### src/rtl/cbtc_map.vh
// Register map, action codes and card constants for the card transfer block
`ifndef CBTC_MAP_VH
`define CBTC_MAP_VH
`define CB_A_CMD    8'h00
`define CB_A_COPY   8'h04
`define CB_A_CTRL   8'h08
`define CB_A_LAST   8'h0c
`define CB_A_BROW   8'h10
`define CB_A_VFIRST 8'h14
`define CB_A_VMID   8'h18
`define CB_A_VLAST  8'h1c
`define CB_A_MODS   8'h20
`define CB_A_PAGES  8'h24
`define CB_B_RST    0
`define CB_B_INS    1
`define CB_B_MENU0  2
`define CB_B_UP     3
`define CB_B_DOWN   4
`define CB_K        16'h03e8
`define CB_C_BOOT   16'h07d1
`define CB_C_SUPCLR 16'h2553
`define CB_C_SUPSET 16'h25c2
`define CB_C_WPCLR  16'h2631
`define CB_C_WPSET  16'h26a0
`define CB_C_WIPE   16'h270f
`define CB_D_PAR    4'h3
`define CB_D_DIF    4'h4
`define CB_D_PRG    4'h5
`define CB_D_LOAD   4'h6
`define CB_D_ERASE  4'h7
`define CB_D_CMP    4'h8
`define CB_RO_NUM   10'h1f4
`define CB_BR_FREE  10'h3e8
`define CB_BR_TOTAL 10'h3e9
`define CB_BR_FLAGS 10'h3ea
`define CB_BR_ID    10'h3eb
`define CB_PG_MIN   16'h0100
`define CB_PG_MAX   16'h8000
`define CB_PG_RSV   16'h0002
`define CB_PG_PAR   16'h0010
`define CB_PG_DIF   16'h0004
`define CB_PG_PRG   16'h0008
`define CB_T_PAR    5'h01
`define CB_T_DIF    5'h02
`define CB_T_PRG    5'h03
`define CB_T_OPT    5'h12
`define CB_M_NONE   3'h0
`define CB_M_READ   3'h1
`define CB_M_PROG   3'h2
`define CB_M_AUTO   3'h3
`define CB_M_BOOT   3'h4
`define CB_TR_NONE  4'h0
`define CB_TR_MISS  4'h1
`define CB_TR_RO    4'h2
`define CB_TR_FULL  4'h3
`define CB_TR_CMP   4'h4
`define CB_TR_RTG   4'h5
`define CB_TR_OPT   4'h6
`define CB_MODS     32'h0000_0001
`define CB_VER      8'h01
`endif

### src/rtl/cbtc_top.v
// Card block command interpreter with AXI4-Lite register slave
`include "cbtc_map.vh"
// Notes on behaviour
// [RL1] Module-count register always reads one.
// [RL2] Last-loaded register, reset 0, holds last parameter or difference block loaded.
// [RL3] Browse index 0..1003; steps jump between present block numbers, 0 and 1000..1003.
// [RL4] Header fields of browsed block are viewable: number, type, mode, version, checksum.
// [RL5] Browse 1000 shows free card space in 16-byte pages.
// [RL6] Browse 1001 shows total usable card space in pages.
// [RL7] Browse 1002 shows flags: bit0 write-protect, bit1 warning suppression.
// [RL8] Browse 1003 shows the card product identifier.
// [RL9] First and last 16 card bytes never hold block data.
// [RL10] Card sizes from 4 KB to 512 KB are accepted.
// [RL11] Header holds flags and identifier; suppression blocks rating and option trips.
// [RL12] Browse returns to 0 on erases, new block, menu-0 change, new card.
// [RL13] Command code or copy mode acts only at a following drive reset.
// [RL14] Code 2001 stores difference data to block 1, replacing it.
// [RL15] 3yyy parameter file, 4yyy difference file, 5yyy user program to block yyy.
// [RL16] 6yyy loads block yyy into the drive; 7yyy erases block yyy.
// [RL17] 9555 clears warning suppression; 9666 sets it.
// [RL18] 9777 clears write-protect, 9888 sets it, 9999 erases whole card.
// [RL19] Read mode loads block 1 if parameter file; program mode stores block 1.
// [RL20] Auto and boot store block 1 only if copy mode changed since power-up.
// [RL21] 8yyy compares; match clears command, mismatch trips and keeps command.
// [RL22] Compare skips option-type blocks, type 18.
// [RL23] Blocks 500 and above cannot be created or erased.
// [RL24] Whole-card erase refused if write-protected or any block read-only.
// [RL25] Undefined codes leave card contents and flags unchanged.
module cbtc_top #(
  parameter [15:0] CARD_ID = 16'h0a5a  // Arbitrary product identifier
) (
  input  wire        ref_clk,         // Clock, 25 MHz
  input  wire        rst_n,           // Sync reset, active low
  input  wire        ce,              // Clock enable, freezes state when low
  input  wire [7:0]  s_axi_awaddr,    // Write address
  input  wire        s_axi_awvalid,   // Write address valid
  output reg         s_axi_awready,   // Write address ready
  input  wire [31:0] s_axi_wdata,     // Write data
  input  wire [3:0]  s_axi_wstrb,     // Write byte strobes
  input  wire        s_axi_wvalid,    // Write data valid
  output reg         s_axi_wready,    // Write data ready
  output reg  [1:0]  s_axi_bresp,     // Write response
  output reg         s_axi_bvalid,    // Write response valid
  input  wire        s_axi_bready,    // Write response ready
  input  wire [7:0]  s_axi_araddr,    // Read address
  input  wire        s_axi_arvalid,   // Read address valid
  output reg         s_axi_arready,   // Read address ready
  output reg  [31:0] s_axi_rdata,     // Read data
  output reg  [1:0]  s_axi_rresp,     // Read response
  output reg         s_axi_rvalid,    // Read data valid
  input  wire        s_axi_rready,    // Read data ready
  input  wire [15:0] drive_checksum,  // Checksum of drive data, same clock
  input  wire [2:0]  drive_mode,      // Drive mode, same clock
  input  wire        rating_mismatch, // Card rating differs, same clock
  input  wire        option_mismatch, // Card options differ, same clock
  output reg         trip,            // Trip level, cleared at drive reset
  output reg  [3:0]  trip_code,       // Trip cause
  output reg         load_pulse       // One cycle, block loaded into drive
);

  localparam N = 8;

  // Card directory, one entry per block
  reg  [N-1:0] d_val;
  reg  [9:0]   d_num  [0:N-1];
  reg  [4:0]   d_typ  [0:N-1];
  reg  [2:0]   d_mode [0:N-1];
  reg  [15:0]  d_sum  [0:N-1];
  reg  [15:0]  d_pg   [0:N-1];

  reg  [15:0] cmd;
  reg  [2:0]  copy;
  reg         copy_chg;
  reg  [15:0] last_blk;
  reg  [9:0]  browse;
  reg  [15:0] pages;
  reg         wp;
  reg         sup;

  // Index of lowest set bit
  function [2:0] first_idx;
    input [N-1:0] v;
    integer k;
    begin
      first_idx = 3'h0;
      for (k = N - 1; k >= 0; k = k - 1) begin
        if (v[k]) begin
          first_idx = k[2:0];
        end
      end
    end
  endfunction

  // Command split into thousands digit and block number
  wire [15:0] quo = cmd / `CB_K;
  wire [15:0] rem = cmd % `CB_K;
  wire [3:0]  dig = (|quo[15:4]) ? 4'h0 : quo[3:0];  // Codes from 16000 up match nothing
  wire [9:0]  yyy = rem[9:0];

  wire [N-1:0] hit_cmd;
  wire [N-1:0] hit_one;
  wire [N-1:0] hit_br;
  wire [N-1:0] ro_v;
  genvar g;
  generate
    for (g = 0; g < N; g = g + 1) begin : g_dir
      assign hit_cmd[g] = d_val[g] && (d_num[g] == yyy);
      assign hit_one[g] = d_val[g] && (d_num[g] == 10'h001);
      assign hit_br[g]  = d_val[g] && (d_num[g] == browse);
      assign ro_v[g]    = d_val[g] && (d_num[g] >= `CB_RO_NUM); // [RL23]
    end
  endgenerate

  // Space accounting, reserved header and tail pages excluded
  reg [15:0] used;
  integer    i;
  integer    j;  // One index per process; a shared one retriggers them
  integer    m;
  always @* begin
    used = 16'h0000;
    for (i = 0; i < N; i = i + 1) begin
      if (d_val[i]) begin
        used = used + d_pg[i];
      end
    end
  end
  wire [15:0] total = pages - `CB_PG_RSV;  // [RL9]
  wire [15:0] freep = total - used;        // [RL5]

  // Browse neighbours among present blocks
  reg [9:0] br_up;
  reg [9:0] br_dn;
  reg [9:0] hi_num;
  always @* begin
    br_up  = `CB_BR_FREE;
    br_dn  = 10'h000;
    hi_num = 10'h000;
    for (j = 0; j < N; j = j + 1) begin
      if (d_val[j] && d_num[j] > browse && d_num[j] < br_up) begin
        br_up = d_num[j];
      end
      if (d_val[j] && d_num[j] < browse && d_num[j] > br_dn) begin
        br_dn = d_num[j];
      end
      if (d_val[j] && d_num[j] > hi_num) begin
        hi_num = d_num[j];
      end
    end
    if (browse >= `CB_BR_FREE) begin  // [RL3]
      br_up = (browse == `CB_BR_ID) ? browse : browse + 10'h001;
      br_dn = (browse == `CB_BR_FREE) ? hi_num : browse - 10'h001;
    end
  end

  // Action decode; only consulted at drive reset
  reg       st_do;
  reg [9:0] st_num;
  reg [4:0] st_typ;
  reg [15:0] st_pg;
  reg       ld_do;
  reg       cmd_act;
  always @* begin
    st_do   = 1'b0;
    st_num  = yyy;
    st_typ  = `CB_T_PAR;
    st_pg   = `CB_PG_PAR;
    ld_do   = 1'b0;
    cmd_act = (cmd != 16'h0000);
    if (cmd == `CB_C_BOOT) begin  // [RL14]
      st_do  = 1'b1;
      st_num = 10'h001;
      st_typ = `CB_T_DIF;
      st_pg  = `CB_PG_DIF;
    end else if (dig == `CB_D_PAR) begin  // [RL15]
      st_do = 1'b1;
    end else if (dig == `CB_D_DIF) begin
      st_do  = 1'b1;
      st_typ = `CB_T_DIF;
      st_pg  = `CB_PG_DIF;
    end else if (dig == `CB_D_PRG) begin
      st_do  = 1'b1;
      st_typ = `CB_T_PRG;
      st_pg  = `CB_PG_PRG;
    end else if (!cmd_act) begin
      st_num = 10'h001;
      if (copy == `CB_M_PROG) begin  // [RL19]
        st_do = 1'b1;
      end
      if ((copy == `CB_M_AUTO || copy == `CB_M_BOOT) && copy_chg) begin
        st_do = 1'b1;  // [RL20]
      end
      if (copy == `CB_M_READ) begin
        ld_do = 1'b1;
      end
    end
  end

  wire       st_hit = |(d_val & (st_num == 10'h001 ? hit_one : hit_cmd));
  wire [2:0] st_old = first_idx(st_num == 10'h001 ? hit_one : hit_cmd);
  wire [2:0] st_new = first_idx(~d_val);
  wire [2:0] st_ix  = st_hit ? st_old : st_new;
  wire [15:0] st_room = freep + (st_hit ? d_pg[st_old] : 16'h0000);
  wire       c_hit  = |hit_cmd;
  wire [2:0] c_ix   = first_idx(hit_cmd);
  wire [2:0] o_ix   = first_idx(hit_one);
  wire [2:0] b_ix   = first_idx(hit_br);

  // AXI write handshake: both channels taken on the same edge
  wire wr_do = s_axi_awready & s_axi_wready;
  wire [7:0] wa = s_axi_awaddr;
  wire [31:0] wd = s_axi_wdata;
  wire wmap = (wa[1:0] == 2'h0) && (wa <= `CB_A_PAGES);
  wire [15:0] wd16 = {s_axi_wstrb[1] ? wd[15:8] : 8'h00,
                      s_axi_wstrb[0] ? wd[7:0] : 8'h00};
  wire w_ctl = wr_do && wa == `CB_A_CTRL && s_axi_wstrb[0];
  wire drv_rst = w_ctl && wd[`CB_B_RST];
  always @(posedge ref_clk) begin
    if (!rst_n) begin
      s_axi_awready <= 1'b0;
      s_axi_wready  <= 1'b0;
      s_axi_bvalid  <= 1'b0;
      s_axi_bresp   <= 2'h0;
    end else if (ce) begin
      s_axi_awready <= 1'b0;
      s_axi_wready  <= 1'b0;
      if (s_axi_awvalid && s_axi_wvalid && !s_axi_awready && !s_axi_bvalid) begin
        s_axi_awready <= 1'b1;
        s_axi_wready  <= 1'b1;
      end
      if (wr_do) begin
        s_axi_bvalid <= 1'b1;
        s_axi_bresp  <= wmap ? 2'h0 : 2'h2;
      end else if (s_axi_bready) begin
        s_axi_bvalid <= 1'b0;
      end
    end
  end

  // Browse view, header fields or special values
  reg [31:0] v_first;
  reg [31:0] v_mid;
  reg [31:0] v_last;
  always @* begin
    v_first = {22'h000000, browse};
    v_mid   = 32'h0000_0000;
    v_last  = 32'h0000_0000;
    if (browse == `CB_BR_FREE) begin
      v_first = {16'h0000, freep};  // [RL5]
    end else if (browse == `CB_BR_TOTAL) begin
      v_first = {16'h0000, total};  // [RL6]
    end else if (browse == `CB_BR_FLAGS) begin
      v_first = {30'h00000000, sup, wp};  // [RL7]
    end else if (browse == `CB_BR_ID) begin
      v_first = {16'h0000, CARD_ID};  // [RL8]
    end else if (|hit_br) begin  // [RL4]
      v_first = {22'h000000, d_num[b_ix]};
      v_mid   = {21'h000000, d_mode[b_ix], 3'h0, d_typ[b_ix]};
      v_last  = {8'h00, `CB_VER, d_sum[b_ix]};
    end
  end

  // AXI read channel; unmapped offsets answer SLVERR
  reg [31:0] rd_val;
  always @* begin
    case (s_axi_araddr)
      `CB_A_CMD:    rd_val = {16'h0000, cmd};
      `CB_A_COPY:   rd_val = {29'h00000000, copy};
      `CB_A_CTRL:   rd_val = {24'h000000, trip_code, 1'b0, sup, wp, trip};
      `CB_A_LAST:   rd_val = {16'h0000, last_blk};  // [RL2]
      `CB_A_BROW:   rd_val = {22'h000000, browse};
      `CB_A_VFIRST: rd_val = v_first;
      `CB_A_VMID:   rd_val = v_mid;
      `CB_A_VLAST:  rd_val = v_last;
      `CB_A_MODS:   rd_val = `CB_MODS;  // [RL1]
      `CB_A_PAGES:  rd_val = {16'h0000, pages};
      default:      rd_val = 32'h0000_0000;
    endcase
  end
  wire rmap = (s_axi_araddr[1:0] == 2'h0) && (s_axi_araddr <= `CB_A_PAGES);
  always @(posedge ref_clk) begin
    if (!rst_n) begin
      s_axi_arready <= 1'b0;
      s_axi_rvalid  <= 1'b0;
      s_axi_rdata   <= 32'h0000_0000;
      s_axi_rresp   <= 2'h0;
    end else if (ce) begin
      s_axi_arready <= 1'b0;
      if (s_axi_arvalid && !s_axi_arready && !s_axi_rvalid) begin
        s_axi_arready <= 1'b1;
        s_axi_rvalid  <= 1'b1;
        s_axi_rdata   <= rd_val;
        s_axi_rresp   <= rmap ? 2'h0 : 2'h2;
      end else if (s_axi_rvalid && s_axi_rready) begin
        s_axi_rvalid <= 1'b0;
      end
    end
  end

  // Registers and card actions; actions run only at drive reset
  always @(posedge ref_clk) begin
    if (!rst_n) begin
      cmd        <= 16'h0000;
      copy       <= `CB_M_NONE;
      copy_chg   <= 1'b0;
      last_blk   <= 16'h0000;  // [RL2]
      browse     <= 10'h000;
      pages      <= `CB_PG_MIN;
      wp         <= 1'b0;
      sup        <= 1'b0;
      d_val      <= {N{1'b0}};
      trip       <= 1'b0;
      trip_code  <= `CB_TR_NONE;
      load_pulse <= 1'b0;
      for (m = 0; m < N; m = m + 1) begin
        d_num[m]  <= 10'h000;
        d_typ[m]  <= 5'h00;
        d_mode[m] <= 3'h0;
        d_sum[m]  <= 16'h0000;
        d_pg[m]   <= 16'h0000;
      end
    end else if (ce) begin
      load_pulse <= 1'b0;
      if (wr_do && wa == `CB_A_CMD) begin
        cmd <= wd16;  // [RL13]
      end
      if (wr_do && wa == `CB_A_COPY && s_axi_wstrb[0]) begin
        copy     <= wd[2:0];
        copy_chg <= 1'b1;
      end
      if (wr_do && wa == `CB_A_BROW) begin
        browse <= (wd16 > 16'h03eb) ? `CB_BR_ID : wd16[9:0];  // [RL3]
      end
      if (wr_do && wa == `CB_A_PAGES) begin
        if (wd16 >= `CB_PG_MIN && wd16 <= `CB_PG_MAX) begin
          pages <= wd16;  // [RL10]
        end
      end
      if (w_ctl && wd[`CB_B_UP]) begin
        browse <= br_up;  // [RL3]
      end
      if (w_ctl && wd[`CB_B_DOWN]) begin
        browse <= br_dn;
      end
      // New card is taken as blank with clear header flags
      if (w_ctl && wd[`CB_B_INS]) begin
        d_val  <= {N{1'b0}};
        wp     <= 1'b0;
        sup    <= 1'b0;
        browse <= 10'h000;  // [RL12]
      end
      if (w_ctl && wd[`CB_B_MENU0]) begin
        browse <= 10'h000;  // [RL12]
      end
      if (drv_rst) begin  // [RL13]
        trip      <= 1'b0;
        trip_code <= `CB_TR_NONE;
        if (st_do) begin
          // Stores replace an existing block of the same number
          if (st_num == 10'h000) begin
            trip      <= 1'b1;
            trip_code <= `CB_TR_MISS;
          end else if (wp || st_num >= `CB_RO_NUM) begin  // [RL23]
            trip      <= 1'b1;
            trip_code <= `CB_TR_RO;
          end else if ((!st_hit && &d_val) || st_room < st_pg) begin
            trip      <= 1'b1;
            trip_code <= `CB_TR_FULL;
          end else begin
            d_val[st_ix]  <= 1'b1;  // [RL15]
            d_num[st_ix]  <= st_num;
            d_typ[st_ix]  <= st_typ;
            d_mode[st_ix] <= drive_mode;
            d_sum[st_ix]  <= drive_checksum;
            d_pg[st_ix]   <= st_pg;
            browse        <= 10'h000;  // [RL12]
            cmd           <= 16'h0000;
            if (copy == `CB_M_PROG && !cmd_act) begin
              copy <= `CB_M_NONE;
            end
          end
        end else if (ld_do) begin
          // Read copy mode acts only on a parameter file in block 1
          if (|hit_one && d_typ[o_ix] == `CB_T_PAR) begin  // [RL19]
            last_blk   <= 16'h0001;
            load_pulse <= 1'b1;
          end
          copy <= `CB_M_NONE;
        end else if (dig == `CB_D_LOAD) begin  // [RL16]
          if (!c_hit) begin
            trip      <= 1'b1;
            trip_code <= `CB_TR_MISS;
          end else begin
            load_pulse <= 1'b1;
            cmd        <= 16'h0000;
            if (d_typ[c_ix] == `CB_T_PAR || d_typ[c_ix] == `CB_T_DIF) begin
              last_blk <= {6'h00, yyy};  // [RL2]
            end
            if (rating_mismatch && !sup) begin  // [RL11]
              trip      <= 1'b1;
              trip_code <= `CB_TR_RTG;
            end else if (option_mismatch && !sup) begin
              trip      <= 1'b1;
              trip_code <= `CB_TR_OPT;
            end
          end
        end else if (dig == `CB_D_ERASE) begin  // [RL16]
          if (!c_hit) begin
            trip      <= 1'b1;
            trip_code <= `CB_TR_MISS;
          end else if (wp || yyy >= `CB_RO_NUM) begin  // [RL23]
            trip      <= 1'b1;
            trip_code <= `CB_TR_RO;
          end else begin
            d_val[c_ix] <= 1'b0;
            browse      <= 10'h000;  // [RL12]
            cmd         <= 16'h0000;
          end
        end else if (dig == `CB_D_CMP) begin  // [RL21]
          if (!c_hit) begin
            trip      <= 1'b1;
            trip_code <= `CB_TR_MISS;
          end else if (d_typ[c_ix] == `CB_T_OPT) begin
            cmd <= 16'h0000;  // [RL22]
          end else if (d_sum[c_ix] == drive_checksum) begin
            cmd <= 16'h0000;
          end else begin
            trip      <= 1'b1;
            trip_code <= `CB_TR_CMP;
          end
        end else if (cmd == `CB_C_SUPCLR) begin  // [RL17]
          sup <= 1'b0;
          cmd <= 16'h0000;
        end else if (cmd == `CB_C_SUPSET) begin
          sup <= 1'b1;
          cmd <= 16'h0000;
        end else if (cmd == `CB_C_WPCLR) begin  // [RL18]
          wp  <= 1'b0;
          cmd <= 16'h0000;
        end else if (cmd == `CB_C_WPSET) begin
          wp  <= 1'b1;
          cmd <= 16'h0000;
        end else if (cmd == `CB_C_WIPE) begin
          if (wp || |ro_v) begin  // [RL24]
            trip      <= 1'b1;
            trip_code <= `CB_TR_RO;
          end else begin
            d_val  <= {N{1'b0}};
            browse <= 10'h000;  // [RL12]
            cmd    <= 16'h0000;
          end
        end
        // Any other code falls through with card untouched  [RL25]
      end
    end
  end

endmodule // cbtc_top

### config.mk
export PLATFORM = sky130hd
export DESIGN_NAME = cbtc_top
export DESIGN_NICKNAME = d
export VERILOG_FILES = /design/src/rtl/cbtc_top.v
export VERILOG_INCLUDE_DIRS = /design/src /design/src/rtl
export SDC_FILE = /design/constraint.sdc
export NUM_CORES = 2
export LEC_CHECK = 0
export ABC_CLOCK_PERIOD_IN_PS = 20000
export BUFFER_PORTS_ARGS = -buffer_cell sky130_fd_sc_hd__buf_2
export CAP_MARGIN = 20
export CORE_UTILIZATION = 65
export DETAILED_ROUTE_END_ITERATION = 8
export HOLD_SLACK_MARGIN = 0.08
export PLACE_DENSITY = 0.83
export SETUP_SLACK_MARGIN = 0.02
export SLEW_MARGIN = 15
export SYNTH_ARGS = -nofsm -noshare
export SYNTH_HDL_FRONTEND = slang
export SYNTH_SLANG_ARGS = --single-unit
### constraint.sdc
create_clock -name ref_clk -period 20 [get_ports ref_clk]
set_input_delay 3 -clock ref_clk [delete_from_list [all_inputs] [get_ports ref_clk]]
set_output_delay 3 -clock ref_clk [all_outputs]
set_load 0.01 [all_outputs]
==> flow_summary.ini <==
[outcome]
status = finished with violations
violations = DRC

[pwr]
peakVddDrop_v = 0.0000744
p_leak_nw = 14.7
power_density_mw_per_mm2 = 48.5
p_total_w = 0.00186

[routing]
drtAntennaViolNets = 0
num_vias = 36500
viasPerCell = 7.11
wirelength_um = 136000
drt_pre_antenna_iters = 9
wl_per_cell_um = 26.5
first_iter_violations = 4987
drc = 1

[grt]
first_global_vias = 34000
grt_pass1_wl_um = 202000
grt-ovfl-total = 0
grt_antenna_before_repair = 7
grt_max_degree = 79
grt_usage = 0.472

[final_layout]
final_common_cell = nor2_1
layout_common_cells = nor2_1, nand2_1, ha_1
final.fill_count = 4375
drive_above_1_share = 0.0818
final_nets = 4814
finish.utilization = 0.705
area_growth_pct = 6.29

[setup_path]
end_kind = flip-flop
startpoint_type = flip-flop
critPathBufInv = 4
critPathArrivalTime_ns = 18.76
crit_fanout = 19
path_common_cell = a21oi_1
critPathKind = reg -> reg
rr_startpoint = browse[7]$_SDFFE_PN0P_
reg2reg_slack_ns = 1.68
critical-path-slowest-cell = nor4_2
crit_family = simple AND/OR/NAND/NOR gates
r2r_end = browse[3]$_SDFFE_PN0P_
r2r_cells = 83
cp-startpoint = browse[7]$_SDFFE_PN0P_
cp.required_ns = 20.45
crit_cells = 83
crit_end = browse[3]$_SDFFE_PN0P_
crit_path_max_incr_delay_ns = 0.82

[clock_tree]
clock_path_buffers = 3
cts_buffers = 39
cts.clk_slew.worst_paths_ns = 0.06
post_cts_buffers = 0
postCtsHoldBufs = 0
cts_tree = built
clock_latency_ns = 0.59
clockRootBuffer = clkbuf_16
ctsResizeCount = 0
clock-sinks = 366
htreeDepth = 2

[timing]
fin_worst_skew_ns = 0.0216
max_freq_mhz = 54.6
setup_ws_ns = 1.68
worstMarginPinSlew_ns = 1.18
whs_ns = 0.479
slew_headroom = 0.214
period_needed_ns = 18.32
setup_tns_ns = 0
grt_setup_unrepaired = no
period_share = 0.916
setup_violations = 0
hold_viol = 0
drv_slew = 0

[yosys]
async_flop_share = 0
ys_seq_area_frac = 0.279
synth_edf_count = 272
ys.flop_type = edfxtp_1
syn_area_sq_mm = 0.0360
synth_cell_types = 116
yosys_warnings = 0
ys_ff_latch = 366
synth_area_per_cell_sq_um = 8.10
synthCells = 4442

[floorplanning]
die-area_sq_mm = 0.0563
fp.dieW_um = 237
placementRows = 85
die_height_um = 237
coreArea_sq_mm = 0.0542
initial_core_util = 0.664
ios = 128

[placement]
place.gp.congestion = 1.04
hpwl_um = 98600
portBuffers = 91
dpl_worst_slack_ns = 1.98

[worst_hold_path]
hp-class = reg -> reg

[flow_run]
cap_violations = 0
==> power by group <==
part	leakage (nW)	switching, W	internal [W]	total [W]
Clock	0.639	0.000334	0.000434	0.000767
Combinational	10.7	0.000124	0.0000713	0.000196
Sequential	3.40	0.0000502	0.000844	0.000894
==> kinds of logic after synthesis <==
| kind of cell | after synthesis | share of synthesized area |
|---|---|---|
| buffers and inverters | 541 | 0.0608 |
| muxes | 218 | 0.0632 |
| and+or+nand+nor | 1662 | 0.227 |
| DFF | 366 | 0.279 |
| xor gates and xnor gates | 134 | 0.0363 |
| AOI/OAI and AO/OA | 1182 | 0.215 |
| other | 2 | 0.000209 |
| adders and majority gates | 337 | 0.119 |
==> tightest hold or removal path, delay by kind of cell, from the launching register on <==
family	cells	cell delay [ns]
AO/OA/AOI/OAI	1	0.06
buffers and inverters	1	0.05
flip-flops	1	0.31
==> synth_stat cells, drive strengths merged (96+ instances only) <==
cell type	n	share of area
nor2	498	0.052
nand2	393	0.041
ha	325	0.11
a21oi	313	0.044
edfxtp	272	0.23
o21ai	263	0.037
inv	258	0.027
clkbuf	197	0.021
and2	193	0.034
mux2i	170	0.048
nor3	112	0.016
a211oi	109	0.023
nand4	96	0.017
xnor2	96	0.024
==> registers in the layout, summed over array words and instances (netlist names), 3 cells and up <==
name,count
s_axi_rdata,17
d_pg,24
cmd,16
trip_code,3
last_blk,10
copy,3
browse,10
d_num,80
d_typ,16
d_val,8
d_sum,128
pages,16
d_mode,24
==> final cells by class <==
type                    count  area, sq um  area share
clock inverters            21          243     0.00634
diodes                      3         7.51    0.000196
inverters                 267         1000      0.0262
repair buffers            164         1040      0.0273
multi-input cells        3561        24000       0.627
clock buffers              49         1070      0.0279
well taps                 696          871      0.0228
flip-flops and latches    366        10000       0.263
==> routing by layer <==
metal	wire length [um]	GRT usage	vias up
met5	84	0	-
met4	11200	0.342	12
met3	19200	0.118	670
met2	57000	0.701	2749
met1	48400	0.597	16900
li1	-	-	16100
==> how the worst min path moves through the flow <==
stage | start | end | slack (ns) | cells after the start
2_1_floorplan | last_blk[9]$_SDFFE_PN0P_ | last_blk[9]$_SDFFE_PN0P_ | 0.43 | 2
3_3_place_gp | last_blk[0]$_SDFFE_PN0P_ | last_blk[0]$_SDFFE_PN0P_ | 0.45 | 2
3_5_place_dp | last_blk[0]$_SDFFE_PN0P_ | last_blk[0]$_SDFFE_PN0P_ | 0.46 | 2
4_1_cts | last_blk[0]$_SDFFE_PN0P_ | last_blk[0]$_SDFFE_PN0P_ | 0.47 | 2
5_1_grt | last_blk[0]$_SDFFE_PN0P_ | last_blk[0]$_SDFFE_PN0P_ | 0.48 | 2
6_report | last_blk[0]$_SDFFE_PN0P_ | last_blk[0]$_SDFFE_PN0P_ | 0.48 | 2
==> through the flow <==
step	std cells	cell area [sq um]
detailed placement	5046	36800
floorplan	4468	36100
CTS	5116	38200
global placement	5044	36800
global route	5125	38300
finish	5127	38300
(Power assumes the default switching activity.)
